$ cat config.mk
export PLATFORM = sky130hd
export DESIGN_NAME = tcc_top
export DESIGN_NICKNAME = d
export VERILOG_FILES = /design/src/verilog/tcc_pkg.sv /design/src/verilog/tcc_top.sv /design/src/verilog/tcc_capreg.sv
export VERILOG_INCLUDE_DIRS = /design/src /design/src/verilog
export SDC_FILE = /design/constraint.sdc
export NUM_CORES = 1
export LEC_CHECK = 0
export CAP_MARGIN = 15
export CORE_MARGIN = 8
export CORE_UTILIZATION = 55
export DETAILED_ROUTE_END_ITERATION = 10
export DONT_BUFFER_PORTS = 1
export GPL_TIMING_DRIVEN = 0
export PLACE_DENSITY = 0.76
export SETUP_SLACK_MARGIN = 0.02
export SLEW_MARGIN = 10
export SYNTH_ARGS = -nofsm -noshare
export SYNTH_HDL_FRONTEND = slang
export SYNTH_SLANG_ARGS = --single-unit
$ cat constraint.sdc
create_clock -name SYS_CLK -period 3 [get_ports SYS_CLK]
set_input_delay 0.6 -clock SYS_CLK [delete_from_list [all_inputs] [get_ports SYS_CLK]]
set_output_delay 0.6 -clock SYS_CLK [all_outputs]
set_load 0.05 [all_outputs]
$ cat src/verilog/tcc_cfg.svh
`ifndef TCC_CFG_SVH
`define TCC_CFG_SVH
// Counter geometry and values
`define TCC_CNT_W      16
`define TCC_CNT_ZERO   16'h0000
`define TCC_CNT_ONE    16'h0001
`define TCC_CNT_MAX    16'hFFFF
// Mode field encodings (hi, lo)
`define TCC_MODE_STOP  2'h0
`define TCC_MODE_CLRIN 2'h1
`define TCC_MODE_CLRCM 2'h2
`define TCC_MODE_FREE  2'h3
// Reset values
`define TCC_REG_RST    16'h0000
// Capture-edge filter width in cycles
`define TCC_FILT_CYC   1
`endif

$ cat src/verilog/tcc_pkg.sv
package tcc_pkg;
	// Per-register control group
	typedef struct packed {
		logic        cap_mode;
		logic        wr_en;
		logic [15:0] wr_data;
	} reg_ctl_t;
	// Counter operating state
	typedef enum logic [2:0] {
		ST_STOP = 3'b001,
		ST_RUN  = 3'b010,
		ST_HALT = 3'b100
	} run_state_t;
endpackage

$ cat src/verilog/tcc_top.sv
`timescale 1ns/1ns
`default_nettype none
`include "tcc_cfg.svh"
module tcc_top (
	// Clock and reset
	input  wire logic        SYS_CLK,
	input  wire logic        RESET,
	// Mode and count clock
	input  wire logic        OP_MODE_BIT_LO,
	input  wire logic        OP_MODE_BIT_HI,
	input  wire logic        COUNT_TICK,
	// Register b setup
	input  wire logic        CAPCOMP_B_CAPTURE,
	input  wire logic        CAPCOMP_B_WR,
	input  wire logic [15:0] CAPCOMP_B_WDATA,
	input  wire logic        CAPCOMP_B_RD,
	// Register a setup
	input  wire logic        CAPCOMP_A_CAPTURE,
	input  wire logic        CAPCOMP_A_WR,
	input  wire logic [15:0] CAPCOMP_A_WDATA,
	input  wire logic        CAPCOMP_A_RD,
	// Counter read
	input  wire logic        COUNTER_RD,
	// Pins
	input  wire logic        EDGE_INPUT_A,
	input  wire logic        SHARED_PORT_PIN_IN,
	input  wire logic        PIN_SEL_OUTPUT,
	output logic             SHARED_PORT_PIN_OUT,
	output logic             SHARED_PORT_PIN_OE,
	// Results
	output logic [15:0]      UP_COUNTER,
	output logic [15:0]      COUNTER_RDATA,
	output logic [15:0]      CAPCOMP_A_RDATA,
	output logic [15:0]      CAPCOMP_B_RDATA,
	output logic             MATCH_IRQ_A,
	output logic             MATCH_IRQ_B
);
	tcc_pkg::run_state_t st_q, st_d;
	logic [15:0] up_counter_q, up_counter_d;
	logic [15:0] cnt_rd_q, cnt_rd_d;
	logic        timer_out_q, timer_out_d;
	logic        irq_a_q, irq_a_d, irq_b_q, irq_b_d;
	logic        oe_q, oe_d;
	logic        pin_out_q, pin_out_d;
	logic        ein_a_q, ein_b_q, ein_b_d;
	logic        edge_a, edge_b, running, mode_nz;
	logic        match_a, match_b;
	logic [15:0] capcomp_reg_a, capcomp_reg_b;
	tcc_pkg::reg_ctl_t ctl_a, ctl_b;

	// Match test on the count after the step; a zero compare hits on 0000H->0001H
	function automatic logic step_hits(input logic [15:0] cur, input logic [15:0] cmp);
		step_hits = (cmp == `TCC_CNT_ZERO) ? (cur == `TCC_CNT_ZERO)
			: (cur + `TCC_CNT_ONE == cmp);
	endfunction

	// Mode decode and edge detection; pin still driven one cycle after deselect
	assign mode_nz = {OP_MODE_BIT_HI, OP_MODE_BIT_LO} != `TCC_MODE_STOP;
	assign running = (st_q == tcc_pkg::ST_RUN) && mode_nz;
	assign ein_b_d = (PIN_SEL_OUTPUT || oe_q) ? 1'b0 : SHARED_PORT_PIN_IN;
	assign edge_a  = EDGE_INPUT_A && !ein_a_q && running;
	assign edge_b  = ein_b_d && !ein_b_q && running;
	// Match strobes, suppressed in capture mode
	assign match_a = COUNT_TICK && !CAPCOMP_A_CAPTURE &&
		step_hits(up_counter_q, capcomp_reg_a);
	assign match_b = COUNT_TICK && !CAPCOMP_B_CAPTURE &&
		step_hits(up_counter_q, capcomp_reg_b);

	// Register controls; capture only on pin edges, never on counter read
	always_comb begin
		ctl_a.cap_mode = CAPCOMP_A_CAPTURE;
		ctl_a.wr_en    = CAPCOMP_A_WR;
		ctl_a.wr_data  = CAPCOMP_A_WDATA;
		ctl_b.cap_mode = CAPCOMP_B_CAPTURE;
		ctl_b.wr_en    = CAPCOMP_B_WR;
		ctl_b.wr_data  = CAPCOMP_B_WDATA;
	end

	// Register a
	tcc_capreg u_reg_a (
		.clk      (SYS_CLK),
		.rst      (RESET),
		.ctl      (ctl_a),
		.cap_take (edge_a),
		.cnt      (up_counter_q),
		.rd_en    (CAPCOMP_A_RD),
		.value    (capcomp_reg_a),
		.rd_data  (CAPCOMP_A_RDATA)
	);

	// Register b; capture overrides read, no capture while stopped since edge_b needs running
	tcc_capreg u_reg_b (
		.clk      (SYS_CLK),
		.rst      (RESET),
		.ctl      (ctl_b),
		.cap_take (edge_b),
		.cnt      (up_counter_q),
		.rd_en    (CAPCOMP_B_RD),
		.value    (capcomp_reg_b),
		.rd_data  (CAPCOMP_B_RDATA)
	);

	// Counter, state, interrupts and pin output next values
	always_comb begin
		st_d         = st_q;
		up_counter_d = up_counter_q;
		cnt_rd_d     = cnt_rd_q;
		timer_out_d  = timer_out_q;
		irq_a_d      = 1'b0;
		irq_b_d      = 1'b0;
		oe_d         = PIN_SEL_OUTPUT;
		unique case (st_q)
			tcc_pkg::ST_STOP: begin
				up_counter_d = `TCC_CNT_ZERO;
				if (mode_nz) st_d = tcc_pkg::ST_RUN;
			end
			tcc_pkg::ST_RUN: begin
				if (!mode_nz) begin
					st_d = tcc_pkg::ST_HALT;
				end else if (COUNT_TICK) begin
					up_counter_d = up_counter_q + `TCC_CNT_ONE;
					irq_a_d = match_a;
					irq_b_d = match_b;
					if (match_a) timer_out_d = ~timer_out_q;
				end
			end
			tcc_pkg::ST_HALT: begin
				st_d = tcc_pkg::ST_STOP;
			end
			default: st_d = tcc_pkg::ST_STOP;
		endcase
		if (COUNTER_RD) cnt_rd_d = up_counter_q;
		pin_out_d = timer_out_d & PIN_SEL_OUTPUT;
	end

	// State registers
	always_ff @(posedge SYS_CLK) begin
		if (RESET) begin
			st_q         <= tcc_pkg::ST_STOP;
			up_counter_q <= `TCC_CNT_ZERO;
			cnt_rd_q     <= `TCC_CNT_ZERO;
			timer_out_q  <= 1'b0;
			irq_a_q      <= 1'b0;
			irq_b_q      <= 1'b0;
			oe_q         <= 1'b0;
			pin_out_q    <= 1'b0;
			ein_a_q      <= 1'b0;
			ein_b_q      <= 1'b0;
		end else begin
			st_q         <= st_d;
			up_counter_q <= up_counter_d;
			cnt_rd_q     <= cnt_rd_d;
			timer_out_q  <= timer_out_d;
			irq_a_q      <= irq_a_d;
			irq_b_q      <= irq_b_d;
			oe_q         <= oe_d;
			pin_out_q    <= pin_out_d;
			ein_a_q      <= EDGE_INPUT_A;
			ein_b_q      <= ein_b_d;
		end
	end

	// Outputs straight from flip-flops
	always_comb begin
		UP_COUNTER          = up_counter_q;
		COUNTER_RDATA       = cnt_rd_q;
		SHARED_PORT_PIN_OUT = pin_out_q;
		SHARED_PORT_PIN_OE  = oe_q;
		MATCH_IRQ_A         = irq_a_q;
		MATCH_IRQ_B         = irq_b_q;
	end

	// Checks
	a_pin_exclusive: assert property (@(posedge SYS_CLK) disable iff (RESET)
		(PIN_SEL_OUTPUT || SHARED_PORT_PIN_OE) && !CAPCOMP_B_WR |=> $stable(capcomp_reg_b))
		else $error("pin drives while capturing");
	a_compare_nocap: assert property (@(posedge SYS_CLK) disable iff (RESET)
		!CAPCOMP_B_CAPTURE && !CAPCOMP_B_WR |=> $stable(capcomp_reg_b))
		else $error("capture in compare mode");
	a_stop_hold: assert property (@(posedge SYS_CLK) disable iff (RESET)
		!running |=> $stable(UP_COUNTER) || UP_COUNTER == 16'h0000)
		else $error("counted while stopped");
	a_capture_wins: assert property (@(posedge SYS_CLK) disable iff (RESET)
		edge_b && CAPCOMP_B_CAPTURE |=> capcomp_reg_b == $past(up_counter_q))
		else $error("capture lost");
	a_zero_match: assert property (@(posedge SYS_CLK) disable iff (RESET)
		running && COUNT_TICK && !CAPCOMP_B_CAPTURE && capcomp_reg_b == 16'h0000
		&& up_counter_q == 16'h0000 |=> MATCH_IRQ_B && UP_COUNTER == 16'h0001)
		else $error("zero match missed");
	a_stop_quiet: assert property (@(posedge SYS_CLK) disable iff (RESET)
		st_q != tcc_pkg::ST_RUN |=> !MATCH_IRQ_A && !MATCH_IRQ_B)
		else $error("irq while stopped");
	a_start_run: assert property (@(posedge SYS_CLK) disable iff (RESET)
		st_q == tcc_pkg::ST_STOP && mode_nz |=> st_q == tcc_pkg::ST_RUN)
		else $error("counter did not start");
	a_count_step: assert property (@(posedge SYS_CLK) disable iff (RESET)
		running && COUNT_TICK |=> UP_COUNTER == $past(up_counter_q) + 16'h0001)
		else $error("bad counter step");
	a_irq_pulse: assert property (@(posedge SYS_CLK) disable iff (RESET)
		MATCH_IRQ_B |=> !MATCH_IRQ_B)
		else $error("irq longer than one tick");
	a_read_nocap: assert property (@(posedge SYS_CLK) disable iff (RESET)
		COUNTER_RD && !edge_b && !CAPCOMP_B_WR |=> $stable(capcomp_reg_b))
		else $error("read captured");
	c_match_b: cover property (@(posedge SYS_CLK) MATCH_IRQ_B);
	c_capture_b: cover property (@(posedge SYS_CLK) edge_b && CAPCOMP_B_CAPTURE);
	c_capture_rd: cover property (@(posedge SYS_CLK) edge_b && CAPCOMP_B_CAPTURE
		&& CAPCOMP_B_RD);
	c_wrap: cover property (@(posedge SYS_CLK) running && COUNT_TICK
		&& up_counter_q == 16'hFFFF);
endmodule
`default_nettype wire

$ cat src/verilog/tcc_capreg.sv
`timescale 1ns/1ns
`default_nettype none
`include "tcc_cfg.svh"
// One capture/compare register with registered read data
module tcc_capreg (
	// Clock and reset
	input  wire logic                  clk,
	input  wire logic                  rst,
	// Control
	input  wire tcc_pkg::reg_ctl_t     ctl,
	input  wire logic                  cap_take,
	input  wire logic [15:0]           cnt,
	input  wire logic                  rd_en,
	// Results
	output logic      [15:0]           value,
	output logic      [15:0]           rd_data
);
	logic [15:0] val_d;
	logic [15:0] rd_d;

	// Capture wins over write and read
	always_comb begin
		val_d = value;
		rd_d  = rd_data;
		if (ctl.cap_mode && cap_take) begin
			val_d = cnt;
			rd_d  = cnt;
		end else if (ctl.wr_en) begin
			val_d = ctl.wr_data;
		end else if (rd_en) begin
			rd_d = value;
		end
	end

	// Storage
	always_ff @(posedge clk) begin
		if (rst) begin
			value   <= `TCC_REG_RST;
			rd_data <= `TCC_REG_RST;
		end else begin
			value   <= val_d;
			rd_data <= rd_d;
		end
	end
endmodule
`default_nettype wire

== Word-level counts from Yosys, hierarchy flattened ==
Index checks and enable logic that the tools add are counted.

* $add $sub $neg: 1
* Multipliers: 0
* Div/mod/pow operators: 0
* $lt $le $gt $ge: 0
* Equal/unequal tests: 10
* Shift operators: 0
* Mux-type cells: 23
* Bitwise gates (word level): 5
* Reduce and logical (&&, ||, !) cells: 30

{| class="wikitable"
|+ Operators by type and width
! operator !! number
|-
| 16-bit two-way mux || 12
|-
| 16-bit zero test || 3
|-
| 16-bit equality test || 2
|-
| 16-bit case mux with 2 select lines || 1
|-
| 16-bit by 1-bit adder with 16-bit output, second input constant || 1
|-
| 2-bit nonzero test || 6
|-
| 1-bit logical AND || 11
|-
| 2-bit != test, second input constant || 4
|-
| 1-bit two-way mux || 7
|-
| 3-bit two-way mux || 2
|-
| 3-bit case mux with 2 select lines || 1
|-
| 2-bit AND reduction || 3
|-
| 1-bit zero test || 4
|-
| 2-bit by 1-bit != test with 1-bit output, second input constant || 2
|-
| 1-bit NOT || 4
|-
| 4-bit OR reduction || 1
|-
| 3-bit by 1-bit equality test with 1-bit output, second input constant || 1
|-
| 3-bit by 2-bit equality test with 1-bit output, second input constant || 1
|-
| 3-bit AND reduction || 1
|-
| 1-bit bitwise AND || 1
|-
| 1-bit logical OR || 1
|}

* Register bits after elaboration: 106
* Bits in latches: 0
* Memory bits (writable): 0
* Bits in read-only memories: 0
* Bits of input ports: 47
* Output and inout port bits: 68
* Logic and storage cells: 83
* Memories kept: 0

== Logic depth before layout (Yosys ltp) ==
* Word-level depth: 9
* Depth in mapped cells: 10

== By module ==
A second synthesis with hierarchy kept.

* Cell total of the unflattened synthesis: 643
* Area, all modules: 5521.5 um2

{| class="wikitable"
|+ By module, submodules not included
! module !! instances !! cells an instance !! area an instance (um2) !! seq. area each (um2)
|-
| tcc_top || 1 || 357 || 2886.5 || 840.8
|-
| tcc_capreg || 2 || 143 || 1317.5 || 640.6
|}

== Worst setup path after synthesis ==
No wires, ideal clock.

* Path kind: register to register
* Start point: register up_counter_q[1], in the netlist UP_COUNTER[1]
* End point: register timer_out_q
* Arrival time: 3133 ps
* Required time: 2879 ps
* Path slack: -254 ps
* Cell stages (with the launch flop): 10
* Buffers on the path: 1
* Cell sequence: dfxtp_1 > ha_1 > clkbuf_1 > nand4_1 > nor3_1 > xnor2_1 > xnor2_1 > or3b_2 > o41ai_4 > mux2_4

* Cells in the longest elaborated chain, start to end: 8
* Elaborated cells on any way between the ends: 9
* Those cells by class: 1 x add/sub; 1 x eq/ne; 5 x mux; 2 x reduce/logical

{| class="wikitable"
|+ RTL lines
! what !! RTL line !! source
|-
| start, declared || tcc_top.sv:39 || <nowiki>logic [15:0] up_counter_q, up_counter_d;</nowiki>
|-
| start signal, assigned || tcc_top.sv:140 || <nowiki>up_counter_q <= `TCC_CNT_ZERO;</nowiki>
|-
| start signal, assigned || tcc_top.sv:151 || <nowiki>up_counter_q <= up_counter_d;</nowiki>
|-
| 16-bit by 1-bit adder with 16-bit output (no line) || n/a ||
|-
| 16-bit equality test || tcc_top.sv:54 || <nowiki>: (cur + `TCC_CNT_ONE == cmp);</nowiki>
|-
| 1-bit two-way mux (*) || tcc_top.sv:53 || <nowiki>step_hits = (cmp == `TCC_CNT_ZERO) ? (cur == `TCC_CNT_ZERO)</nowiki>
|-
| 1-bit logical AND (*) || tcc_top.sv:64 || <nowiki>assign match_a = COUNT_TICK && !CAPCOMP_A_CAPTURE &&</nowiki>
|-
| 1-bit two-way mux (*) || tcc_top.sv:124 || <nowiki>if (match_a) timer_out_d = ~timer_out_q;</nowiki>
|-
| 1-bit two-way mux (*) || tcc_top.sv:120 || <nowiki>end else if (COUNT_TICK) begin</nowiki>
|-
| 1-bit two-way mux (*) || tcc_top.sv:118 || <nowiki>if (!mode_nz) begin</nowiki>
|-
| 1-bit two-way mux (*) || tcc_top.sv:112 || <nowiki>unique case (st_q)</nowiki>
|-
| end signal, assigned || tcc_top.sv:153 || <nowiki>timer_out_q <= timer_out_d;</nowiki>
|-
| end, declared || tcc_top.sv:41 || <nowiki>logic timer_out_q, timer_out_d;</nowiki>
|}

Mark *: on every way between the ends. The rest lies on a longest branch, timed or not.
A chain may end at the register's enable or synchronous reset.

== Final worst setup path ==
* Start point: register up_counter_q[5], in the netlist UP_COUNTER[5]
* End point: register timer_out_q

The elaborated chain is that of the path after synthesis.

==> flow_summary.json <==
{
  "grt_pass1_vias": 4797,
  "core_um2": 9770,
  "wl_per_cell_um": 22.4,
  "synthDominantCellAreaShare_pct": 38.5,
  "power.share.clock_pct": 31.8,
  "die_width_um": 116,
  "p_switching_uw": 829,
  "gr-total-overflow": 0,
  "yosysSeqAreaShare_pct": 38.5,
  "drc": 0,
  "area_delta_synth_final_pct": 13.1,
  "finalSetupViolations": 0,
  "use_met1_pct": 31.8,
  "outcome": "complete, no violations",
  "start_util_pct": 56.5,
  "end_kind": "flip-flop",
  "grtUsageTotal_pct": 26.8,
  "num-fill-cells": 864,
  "synth_edf_count": 0,
  "fmax_mhz": 344,
  "clock-sinks": 106,
  "sequentialPowerShare_pct": 56.5,
  "top_usage_layer": "met2",
  "grt_pass1_wl_mm": 27.6,
  "drive_above_1_share_pct": 12.8,
  "min_period_ps": 2910,
  "synth.net_count": 689,
  "multi_input_area_um2": 3270,
  "power.switching_fraction_pct": 30.2,
  "synth-adder-area-share_pct": 0.454,
  "finalSetupTns_ps": 0,
  "syn_inst": 640,
  "setup_ws_ps": 92.8,
  "synth_simple_gate_area_share_pct": 21.1,
  "worstPathArrival_ps": 3190,
  "wl_mm": 18.2,
  "ys_top_cells_by_count": "dfxtp_1 (106), nand2_1 (79), a21oi_1 (53)",
  "syn_area_per_cell_um2": 8.62,
  "slew_headroom_pct": 42.2,
  "clk_pin_slew_ps": 110,
  "worstMarginPinSlew_ps": 867,
  "ys_types": 58,
  "powerDensity_nw_per_um2": 440,
  "use_met3_pct": 7.34,
  "root_buffer": "clkbuf_8",
  "hold_viol": 0,
  "slew_violations": 0,
  "ys.flop_type": "dfxtp_1",
  "power.leakage_uw": 0.00230,
  "crit_type": "flip-flop to flip-flop",
  "port_buffers": 0,
  "vias_per_cell": 6.18,
  "final_util_pct": 63.8,
  "synth_area_leaders": "dfxtp_1 (38%), mux2i_1 (9.3%), nand2_1 (5.4%)",
  "drt_first_pass_iters": 5,
  "synth_top_area_cell": "dfxtp_1",
  "drt_iter0_drc": 438,
  "routed-via-count": 5015,
  "crit_required_ps": 3280,
  "antenna_found_initial": 0,
  "ys_warn_count": 0,
  "gp_congestion": 0.927,
  "hpwl_mm": 13.3,
  "die_h_um": 116,
  "synth-seq-cells": 106,
  "synth_compound_area_share_pct": 18.3,
  "diodes": 0,
  "intPower_uw": 1920,
  "htreeDepth": 3,
  "synthMuxAreaShare_pct": 9.52,
  "rows": 36,
  "critPathMaxFanout": 6,
  "clk_path_buf_depth": 2,
  "max-cap-violations": 0,
  "regArea_um2": 2170,
  "synthXorXnorAreaFrac_pct": 8.05,
  "met2_usage_pct": 44.5,
  "nNetsFinal": 723,
  "dpl.cell_count": 773,
  "hold_ws_ps": 269,
  "period_share_pct": 96.9,
  "clk_latency_ps": 390,
  "dieArea_um2": 13500,
  "peakVddDrop_mv": 0.232,
  "ys_async_sr_fraction_pct": 0,
  "combPwrFrac_pct": 11.8,
  "grt_max_degree": 19,
  "yosysMostFrequentCell": "dfxtp_1",
  "rsz0062_at_grt": "no",
  "min_path_type": "input pin to flip-flop",
  "cts_tree": "built",
  "finalNonFillerCells": 812,
  "syn_area_um2": 5520,
  "clock-skew-final_ps": 12.4,
  "synth_top_family_by_area": "simple AND/OR/NAND/NOR gates",
  "cts_made_buffers": 9,
  "dpl_worst_slack_ps": -671,
  "critPathLaunchType": "flip-flop",
  "io_pins": 115,
  "ant_nets": 0
}
==> per-stage QoR <==
| step | instance area (µm²) | total power (µW) |
|---|---|---|
| 5_1_grt | 6240 | 2830 |
| 3_3_place_gp | 5710 | 1900 |
| 2_1_floorplan | 5540 | 1820 |
| 6_report | 6240 | 2750 |
| 3_5_place_dp | 5710 | 1900 |
| 4_1_cts | 6030 | 2740 |
==> layer usage <==
layer,up-vias,routed length (µm)
li1,2373,-
met1,2373,7250
met2,238,8710
met3,31,1770
met4,0,439
met5,-,0
==> logic make-up (layout without fill, tap and decap cells) <==
group                      after synthesis  in the layout
AOI/OAI and AO/OA                      155            155
xor gates and xnor gates                41             41
adders and majority gates                2              2
buffers and inverters                   57             96
DFF                                    106            106
muxes                                   52             52
and+or+nand+nor                        227            227
==> cell type report <==
class	count	area share, %
Sequential cell	106	34.8
Timing Repair Buffer	24	2.85
Clock buffer	10	2.21
Buffer	53	4.07
Tap cell	133	2.67
Multi-Input combinational cell	477	52.5
Inverter	3	0.181
Clock inverter	6	0.782
==> final timing paths <==
| path | startpoint | end | slack [ps] | cells after the start |
|---|---|---|---|---|
| hold reg to reg | timer_out_q | SHARED_PORT_PIN_OUT | 510 | 2 |
| hold / removal | CAPCOMP_B_CAPTURE | MATCH_IRQ_B | 270 | 1 |
| setup / recovery | UP_COUNTER[5] | timer_out_q | 90 | 10 |
| setup reg to reg | UP_COUNTER[5] | timer_out_q | 90 | 10 |
==> cells in the final DEF, fill, tap and decap left out, drive strengths merged, types with 6 or more instances in the layout <==
master  count
clkbuf     48
buf        39
nand2      79
nand4      10
dfxtp     106
mux2i      51
xnor2      23
a21oi      53
nand3       8
o21ai      18
nor2       42
or3         6
a31oi      32
nand2b      8
xor2       12
o21bai     32
nor4       21
nor3       14
nor2b      11
==> power groups by stage <==
stage                     logic (µW)  registers (µW)  clock network (µW)
after floorplan                  245            1580                   0
after global placement           305            1590                   0
after detailed placement         310            1590                   0
after CTS                        314            1560                 866
after global routing             353            1560                 921
final                            324            1550                 872
==> registers in the layout, indices dropped and copies added (netlist names), 3 cells and up <==
signal and count:
UP_COUNTER 16, st_q 3, COUNTER_RDATA 16, u_reg_a.value 16, u_reg_b.value 16, u_reg_a.rd_data 16, u_reg_b.rd_data 16
==> critical path, stage by stage, from the launching register on <==
cell	delay, ps
dfxtp_4	470
buf_6	150
nand4_4	120
buf_4	170
buf_4	130
nor3_4	270
xnor2_2	180
xnor2_1	110
or3b_2	500
o41ai_4	360
mux2_4	330
==> repair_timing <==
item / CTS / global route
endpoints found under the setup margin: 4 / 2
buffers inserted: 7 / 17
resized for setup: 28 / 35
hold buffers: 0 / 0
pin swaps: 6 / 9
No activity file was read; power rests on OpenSTA's default activity.
